===== src/rtl/motor_cmd_pkg.sv =====
// constants and state for the motor command qualifier
// ----------------------------------------------------------------
// What this block does
// forward-only limit (code 1, default) drops every reverse command and key.
// reverse-only limit (code 2) drops every forward command and key.
// code 3 accepts starts in both directions.
// direction limit gates all sources before anything else.
// edge mode: run and reset on rising edge, stop on falling edge.
// level mode: terminal command active while held at active level.
// edge detection is selected after reset.
// in edge mode the configurer must assign some input to stop.
// units setting, metric 0 default or imperial 1, also for serial reports.
// metric presets 50 Hz and reports kW, Nm, degrees Celsius.
// imperial presets 60 Hz and reports hp, lb.ft, degrees Fahrenheit.
// changing units reloads motor data defaults for the new units.
// motor data writes refused while running, accepted while stopped.
// while running, refuse a set switch to a different motor.
// data writes go to the selected motor set; first set after reset.
// voltage 100 to 700 V, 1 V steps, default 400 V or 460 V.
// frequency only 50 or 60 Hz, default follows units.
// edges found against previous cycle value, one-cycle pulse each.
// refused or out-of-range write changes nothing.
// ----------------------------------------------------------------
package motor_cmd_pkg;
  // rotation limit codes
  localparam logic [1:0] ROT_FWD = 2'h1;
  localparam logic [1:0] ROT_REV = 2'h2;
  localparam logic [1:0] ROT_BOTH = 2'h3;
  // terminal detection and units codes
  localparam logic MODE_LEVEL = 1'h0;
  localparam logic MODE_EDGE = 1'h1;
  localparam logic UNITS_METRIC = 1'h0;
  localparam logic UNITS_IMPERIAL = 1'h1;
  // motor sets
  localparam int NUM_MOTORS = 4;
  localparam logic [1:0] FIRST_MOTOR = 2'h0;
  // nominal voltage in volts
  localparam logic [9:0] VOLT_MIN = 10'h064;
  localparam logic [9:0] VOLT_MAX = 10'h2bc;
  localparam logic [9:0] VOLT_DEF_METRIC = 10'h190;
  localparam logic [9:0] VOLT_DEF_IMPERIAL = 10'h1cc;
  // nominal frequency in hertz
  localparam logic [6:0] FREQ_50 = 7'h32;
  localparam logic [6:0] FREQ_60 = 7'h3c;
  // bit positions of the previous terminal sample
  localparam int TB_FWD = 0;
  localparam int TB_REV = 1;
  localparam int TB_RST = 2;
  localparam int TB_STOP = 3;

  typedef struct packed {
    logic [1:0] rot;
    logic edge_mode;
    logic imperial;
    logic [1:0] sel;
    logic [NUM_MOTORS-1:0][9:0] volt;
    logic [NUM_MOTORS-1:0][6:0] freq;
    logic [3:0] prev;
    logic run_fwd;
    logic run_rev;
    logic jog_forward_key;
    logic jog_reverse_key;
    logic reset_cmd;
    logic stop_cmd;
    logic refused;
    logic [9:0] volt_out;
    logic [6:0] freq_out;
  } qual_state_t;
endpackage : motor_cmd_pkg


===== src/rtl/motor_command_qualifier.sv =====
// motor command qualifier: direction limit, terminal detection, units and motor data
`timescale 1ns/10ps
`default_nettype none
module motor_command_qualifier
  import motor_cmd_pkg::*;
(
  // clock and reset
  input wire logic i_mclk,
  input wire logic i_rst,
  // motor state
  input wire logic i_motor_running,
  // terminal strip inputs, levels
  input wire logic i_term_fwd,
  input wire logic i_term_rev,
  input wire logic i_term_reset,
  input wire logic i_term_stop,
  // panel keys, one-cycle presses
  input wire logic i_key_fwd,
  input wire logic i_key_rev,
  input wire logic i_key_jog_forward_key,
  input wire logic i_key_jog_reverse_key,
  input wire logic i_key_reset,
  // serial link commands, one-cycle
  input wire logic i_ser_fwd,
  input wire logic i_ser_rev,
  // configuration writes
  input wire logic i_rot_wr,
  input wire logic [1:0] i_rot,
  input wire logic i_mode_wr,
  input wire logic i_mode,
  input wire logic i_units_wr,
  input wire logic i_units,
  input wire logic i_sel_wr,
  input wire logic [1:0] i_sel,
  input wire logic i_volt_wr,
  input wire logic [9:0] i_volt,
  input wire logic i_freq_wr,
  input wire logic [6:0] i_freq,
  // qualified commands
  output logic o_run_fwd,
  output logic o_run_rev,
  output logic o_jog_forward_key,
  output logic o_jog_reverse_key,
  output logic o_reset_cmd,
  output logic o_stop_cmd,
  // settings and status
  output logic [1:0] o_rotation_limit,
  output logic o_edge_mode,
  output logic o_imperial_units,
  output logic [1:0] o_motor_sel,
  output logic [9:0] o_motor_volt,
  output logic [6:0] o_motor_freq,
  output logic o_write_refused
);

  qual_state_t s;
  qual_state_t next_s;

  // ----------------------------------------------------------------
  // next state
  // ----------------------------------------------------------------
  always_comb begin
    logic allow_fwd;
    logic allow_rev;
    logic t_fwd;
    logic t_rev;
    logic t_rst;
    logic t_stop;
    logic [9:0] dv;
    logic [6:0] df;
    allow_fwd = 1'b0;
    allow_rev = 1'b0;
    t_fwd = 1'b0;
    t_rev = 1'b0;
    t_rst = 1'b0;
    t_stop = 1'b0;
    dv = VOLT_DEF_METRIC;
    df = FREQ_50;
    next_s = s;
    next_s.refused = 1'b0;
    // direction gate sits ahead of every source
    allow_fwd = (s.rot == ROT_FWD) || (s.rot == ROT_BOTH);
    allow_rev = (s.rot == ROT_REV) || (s.rot == ROT_BOTH);
    // terminal detection, previous sample gives the edge
    if (s.edge_mode == MODE_EDGE) begin
      t_fwd = i_term_fwd & ~s.prev[TB_FWD];
      t_rev = i_term_rev & ~s.prev[TB_REV];
      t_rst = i_term_reset & ~s.prev[TB_RST];
      t_stop = ~i_term_stop & s.prev[TB_STOP];
    end else begin
      t_fwd = i_term_fwd;
      t_rev = i_term_rev;
      t_rst = i_term_reset;
      t_stop = ~i_term_stop;
    end
    next_s.prev = {i_term_stop, i_term_reset, i_term_rev, i_term_fwd};
    next_s.run_fwd = allow_fwd & (t_fwd | i_key_fwd | i_ser_fwd);
    next_s.run_rev = allow_rev & (t_rev | i_key_rev | i_ser_rev);
    next_s.jog_forward_key = allow_fwd & i_key_jog_forward_key;
    next_s.jog_reverse_key = allow_rev & i_key_jog_reverse_key;
    next_s.reset_cmd = t_rst | i_key_reset;
    next_s.stop_cmd = t_stop;
    // code 0 is no legal limit, so it is refused
    if (i_rot_wr) begin
      if (i_rot != 2'h0) next_s.rot = i_rot;
      else next_s.refused = 1'b1;
    end
    if (i_mode_wr) next_s.edge_mode = i_mode;
    // a units swap rewrites motor data, so it is locked while running too
    if (i_units_wr && (i_units != s.imperial)) begin
      if (i_motor_running) begin
        next_s.refused = 1'b1;
      end else begin
        next_s.imperial = i_units;
        dv = i_units ? VOLT_DEF_IMPERIAL : VOLT_DEF_METRIC;
        df = i_units ? FREQ_60 : FREQ_50;
        for (int m = 0; m < NUM_MOTORS; m++) begin
          next_s.volt[m] = dv;
          next_s.freq[m] = df;
        end
      end
    end
    // a set switch may not change motor under load
    if (i_sel_wr) begin
      if (i_motor_running && (i_sel != s.sel)) next_s.refused = 1'b1;
      else next_s.sel = i_sel;
    end
    // data lands in the set selected before this cycle
    if (i_volt_wr) begin
      if (i_motor_running || (i_volt < VOLT_MIN) || (i_volt > VOLT_MAX)) begin
        next_s.refused = 1'b1;
      end else begin
        next_s.volt[s.sel] = i_volt;
      end
    end
    if (i_freq_wr) begin
      if (i_motor_running || ((i_freq != FREQ_50) && (i_freq != FREQ_60))) begin
        next_s.refused = 1'b1;
      end else begin
        next_s.freq[s.sel] = i_freq;
      end
    end
    // outputs show the set selected after this cycle
    next_s.volt_out = next_s.volt[next_s.sel];
    next_s.freq_out = next_s.freq[next_s.sel];
  end

  // ----------------------------------------------------------------
  // state register
  // ----------------------------------------------------------------
  // prev of stop resets low so no false stop edge follows reset
  always_ff @(posedge i_mclk or posedge i_rst) begin
    if (i_rst) begin
      s.rot <= ROT_FWD;
      s.edge_mode <= MODE_EDGE;
      s.imperial <= UNITS_METRIC;
      s.sel <= FIRST_MOTOR;
      for (int m = 0; m < NUM_MOTORS; m++) begin
        s.volt[m] <= VOLT_DEF_METRIC;
        s.freq[m] <= FREQ_50;
      end
      s.prev <= 4'h0;
      s.run_fwd <= 1'b0;
      s.run_rev <= 1'b0;
      s.jog_forward_key <= 1'b0;
      s.jog_reverse_key <= 1'b0;
      s.reset_cmd <= 1'b0;
      s.stop_cmd <= 1'b0;
      s.refused <= 1'b0;
      s.volt_out <= VOLT_DEF_METRIC;
      s.freq_out <= FREQ_50;
    end else begin
      s <= next_s;
    end
  end

  // outputs straight from state flops
  assign o_run_fwd = s.run_fwd;
  assign o_run_rev = s.run_rev;
  assign o_jog_forward_key = s.jog_forward_key;
  assign o_jog_reverse_key = s.jog_reverse_key;
  assign o_reset_cmd = s.reset_cmd;
  assign o_stop_cmd = s.stop_cmd;
  assign o_rotation_limit = s.rot;
  assign o_edge_mode = s.edge_mode;
  assign o_imperial_units = s.imperial;
  assign o_motor_sel = s.sel;
  assign o_motor_volt = s.volt_out;
  assign o_motor_freq = s.freq_out;
  assign o_write_refused = s.refused;

  // helper: stopped and no write that moves the shown set or reloads every set
  logic stopped_solo;
  assign stopped_solo = !i_motor_running && !i_sel_wr && !i_units_wr;
endmodule : motor_command_qualifier
`default_nettype wire


===== config.mk =====
export PLATFORM = sky130hd
export DESIGN_NAME = motor_command_qualifier
export DESIGN_NICKNAME = d
export VERILOG_FILES = /design/src/rtl/motor_cmd_pkg.sv /design/src/rtl/motor_command_qualifier.sv
export SDC_FILE = /design/constraint.sdc
export NUM_CORES = 1
export LEC_CHECK = 0
export BUFFER_PORTS_ARGS = -buffer_cell sky130_fd_sc_hd__clkbuf_2
export CAP_MARGIN = 10
export CORE_MARGIN = 2
export CORE_UTILIZATION = 30
export CTS_CLUSTER_SIZE = 25
export DETAILED_ROUTE_END_ITERATION = 10
export HOLD_SLACK_MARGIN = 0.1
export PLACE_DENSITY = 0.58
export SYNTH_ARGS = -nofsm -noshare
export SYNTH_HDL_FRONTEND = slang
export SYNTH_SLANG_ARGS = --single-unit

===== constraint.sdc =====
create_clock -name i_mclk -period 2.9 [get_ports i_mclk]
set_clock_uncertainty 0.15 [all_clocks]
set_input_delay 0.145 -clock i_mclk [delete_from_list [all_inputs] [get_ports i_mclk]]
set_output_delay 0.145 -clock i_mclk [all_outputs]
set_load 0.02 [all_outputs]

# Word-level counts from Yosys, hierarchy flattened
# Index checks and enable logic that the tools add are counted.
[word_totals] ff_bits=102 inputBits=43 out_inout_bits=30 word_cells=98
[op_classes] magnitude_cmp=5 n_eq_ne=7 muxes=34 bitwise_logic=18 reduce_logical=12
[ops] op="$mux W68" count=2
[ops] op="$mux W40" count=2
[ops] op="$mux W28" count=2
[ops] op="$bwmux W40" count=1
[ops] op="$bwmux W28" count=1
[ops] op="$mux W7" count=3
[ops] op="$bmux W10 S2" count=1
[ops] op="$demux W10 S2" count=1
[ops] op="$mux W10" count=2
[ops] op="$bmux W7 S2" count=1
[ops] op="$demux W7 S2" count=1
[ops] op="$mux W1" count=14
[ops] op="$ne A7 B6 Y1 const B" count=2
[ops] op="$gt A10 B10 Y1 const B" count=1
[ops] op="$lt A10 B7 Y1 const B" count=1
[ops] op="$and A1 B1 Y1" count=8
[ops] op="$lt A2 B3 Y1 const B" count=2
[ops] op="$logic_or A1 B1 Y1" count=5
[ops] op="$not A1 Y1" count=5
[ops] op="$or A1 B1 Y1" count=5
[ops] op="$eq A2 B2 Y1 const B" count=2
[ops] op="$logic_and A1 B1 Y1" count=4
[ops] op="$mux W2" count=2
[ops] op="$mux W4" count=1
[ops] op="other kinds (6)" count=7

# Longest topological paths before layout
[depth] depth_word=11 ltp_mapped=9 mapped_depth_nobuf=6

# Least setup slack after synthesis
# Ideal clock, no wire load.
[synth_path] kind="register to register" start="register s, in the netlist o_motor_sel[1]" end="register s, in the netlist o_motor_volt[4]" setup_ps=94 arrival_time_ps=1878 required_ps=2656 path_slack_ps=778 stages_incl_launch_ff=7 n_path_buf=1 synth_period_minus_slack_ps=2122 cell_sequence="dfrtp_1 > clkbuf_1 > nand2b_1 > nor2_1 > a31oi_1 > a311oi_1 > or4_1"
[synth_rtl] element="start: declaration" line_no="motor_command_qualifier.sv:56" text="qual_state_t s;"
[synth_rtl] element="start signal: assignment" line_no="motor_command_qualifier.sv:173" text="s <= next_s;"

==> metrics.cfg <==
[status]
status=finished, final reports clean

[power]
total_power_mw=4.017
ir_drop_v=0.0002976
p_int_mw=2.783
pwr-share-seq_pct=45.7
power.switching_mw=1.234
p_leak_nw=2.787
pwr-share-clk_pct=29.7
p_comb_share_pct=24.6
powerDensity_nw_per_um2=644.8
p_sw_share_pct=30.72

[floorplanning]
fp.dieW_um=134.8
die_h_um=134.8
die-area_um2=18180
io_pins=73
core_region_area_um2=16640
initial_core_util_pct=30.85
rows=47

[routing]
route.detailed.drc=0
drt_wl_total_um=13180
vias_per_cell=5.135
num_vias=4236
wl_per_cell_um=15.98
dr.pass1.iters=5
postRouteAntennaNets=0
drt_iter0_markers=333

[clocking]
cts_tree=done
cts_sinks=102
numCtsBuffers=9
root_buffer=clkbuf_16
clockBufferDepth=2
clk_latency_ns=0.35
htreeDepth=3
clk_pin_slew_ns=0.07

[synthesis]
yosys.area_share.adder_pct=0
synth.cell_area_um2=5135
ys_seq_elements=102
muxShareOfSynthArea_pct=3.192
synth_simple_gate_area_share_pct=16.76
synth_compound_area_share_pct=21.98
synth_cell_types=65
yosysWarnings=0
synth_top_family_by_area=compound AO/OA/AOI/OAI gates
synthFlopType=dfrtp_1
syn_avg_cell_area_um2=9.932
synth_top_area_share_pct=34.11
synthesis.nets=560
postSynthCellCount=517
synth.area.top_cells=dfrtp_1 (34%), dfstp_2 (16%), a21oi_1 (3.3%), buf_4 (3.2%), nand2_1 (3.1%)
synth-edff-count=0
synthXorXnorAreaFrac_pct=0.6823
synth_top_area_cell=dfrtp_1
async_flop_share_pct=100.0
ys_seq_area_share_pct=50.49

[placement]
dpl_cell_area_um2=5605
gp_congestion=0.8787
hpwl_um=9631
dp_slack_ns=0.4452
portBuffers=72

[setup_path]
crit_arrival_ns=2.73
worst_setup_path_start_kind=input port
ff2ff_setup_slack_ns=0.39
reg2regPathDepth=5
crit_start=i_volt[8]
setup.worst_path.end_class=flip-flop
critPathKind=input port to flip-flop
r2r-start=o_motor_sel[0]
timing.rr.end=o_motor_volt[4]
path_max_fanout=18
endpoint=o_motor_volt[0]
critical_path_required_ns=2.98

[finish]
mostFrequentLayoutCell=clkbuf_2
area_delta_synth_final_pct=21.32
fin_util_pct=37.43
final_area_um2=6230
layout_common_cells=clkbuf_2 (72), dfrtp_1 (70), nand2_1 (43), nor2_1 (43)
num_antenna_cells=0
fin_nets=643
drive_above_1_share_pct=26.12

[global_routing]
grt_use_total_pct=15.31
grt_pass1_wl_um=21750
antenna_found_initial=0
grt.busiest_layer=met2
use_met3_pct=2.853
grt_max_degree=67
use_met1_pct=20.14
use_met2_pct=24.25
gr-total-overflow=0
grt_pass1_vias=4202

[worst_hold_path]
hold_class=input port to flip-flop
hold_path_depth=4

[sta]
tns_ns=0
slew_headroom_pct=46.20
hold_viol_final=0
setup_viol=0
fin_crit_ns=2.647
slew_violations=0
rsz0062_at_grt=no
period_share_pct=91.27
final.setup.worst_slack_ns=0.2532
tightest_slew_ns=0.8053
fmax_ghz=0.3778

[run]
max-cap-violations=0

-- metal layers --
| metal | part of all wire, % | wire [um] |
|---|---|---|
| met1 | 45 | 5873 |
| met2 | 47 | 6245 |
| met3 | 5.6 | 734 |
| met4 | 2.5 | 326 |
| met5 | 0 | 0 |
-- metrics by stage --
stage	hold WS, ns	instances
finish	0.1583	825
detailed placement	0.1233	775
global route	0.1892	825
CTS	0.1412	825
floorplan	0.02643	517
global placement	0.1199	775
-- cell families after synthesis --
logic type / count (synthesis)
and+or+nand+nor: 171
AOI/OAI and AO/OA: 159
DFF: 102
buffers and inverters: 66
muxes: 15
xor gates and xnor gates: 4
-- what timing repair did --
| item | in CTS | in global routing |
|---|---|---|
| hold endpoints to repair | 66 | 0 |
| resized for setup | 0 | 1 |
| setup buffers | 0 | 0 |
| endpoints found under the setup margin | 0 | 1 |
| hold buffers | 34 | 0 |
-- state kept, by name, summed over array words and instances, names as in the netlist --
signal	count
o_edge_mode	1
o_imperial_units	1
o_jog_forward_key	1
o_jog_reverse_key	1
o_motor_freq	7
o_motor_sel	2
o_motor_volt	10
o_reset_cmd	1
o_rotation_limit	2
o_run_fwd	1
o_run_rev	1
o_stop_cmd	1
o_write_refused	1
s	72
-- Yosys cell counts, drive strengths merged, types with 3 or more instances --
master   number
buf          30
a221o         6
or3           3
a211o         3
clkbuf       18
o31a          3
a31oi         5
o21ai        30
nand2        43
nor2         44
xnor2         3
nand2b       13
a21o         13
a21oi        34
mux2i         7
a311oi        3
a211oi       11
a2111oi       6
mux2          8
nor2b        13
or2           6
and2         12
o2111ai       3
dfrtp        70
inv          17
nor3          9
a22oi        14
a21boi        6
o211ai        5
dfstp        32
nand3        14
-- worst max-delay path, stage by stage --
cell           delay [ns]
dlygate4sd3_1        0.54
clkbuf_2             0.15
nand4b_1             0.22
nor3_2               0.42
a211o_1              0.57
nand3_1              0.14
a21boi_0             0.18
a2111oi_2            0.36
-- power by group through the flow --
stage          clock network [mW]  registers, mW  logic, mW
3_3_place_gp                    0           1.85      0.930
6_report                     1.19           1.84      0.989
3_5_place_dp                    0           1.86      0.952
2_1_floorplan                   0           1.83      0.760
4_1_cts                      1.23           1.84      0.995
5_1_grt                      1.28           1.86       1.10
-- worst min path at each step --
stage            startpoint              to  slack (ns)
2_1_floorplan    i_term_fwd           s[24]        0.03
5_1_grt            i_sel[1]  o_motor_sel[1]        0.19
3_5_place_dp   i_term_reset           s[26]        0.12
3_3_place_gp     i_term_rev           s[25]        0.12
6_report           i_sel[1]  o_motor_sel[1]        0.16
4_1_cts            i_sel[1]  o_motor_sel[1]        0.14
-- layout make-up --
class | instances | area [um2]
clock inverter | 4 | 47.55
fill | 1643 | 10410
sequential | 102 | 2592
inverter | 18 | 71.32
timing repair buffer | 120 | 818.3
tap | 220 | 275.3
multi-input combinational | 349 | 2188
clock buffer | 12 | 236.5
(Power assumes the default switching activity.)
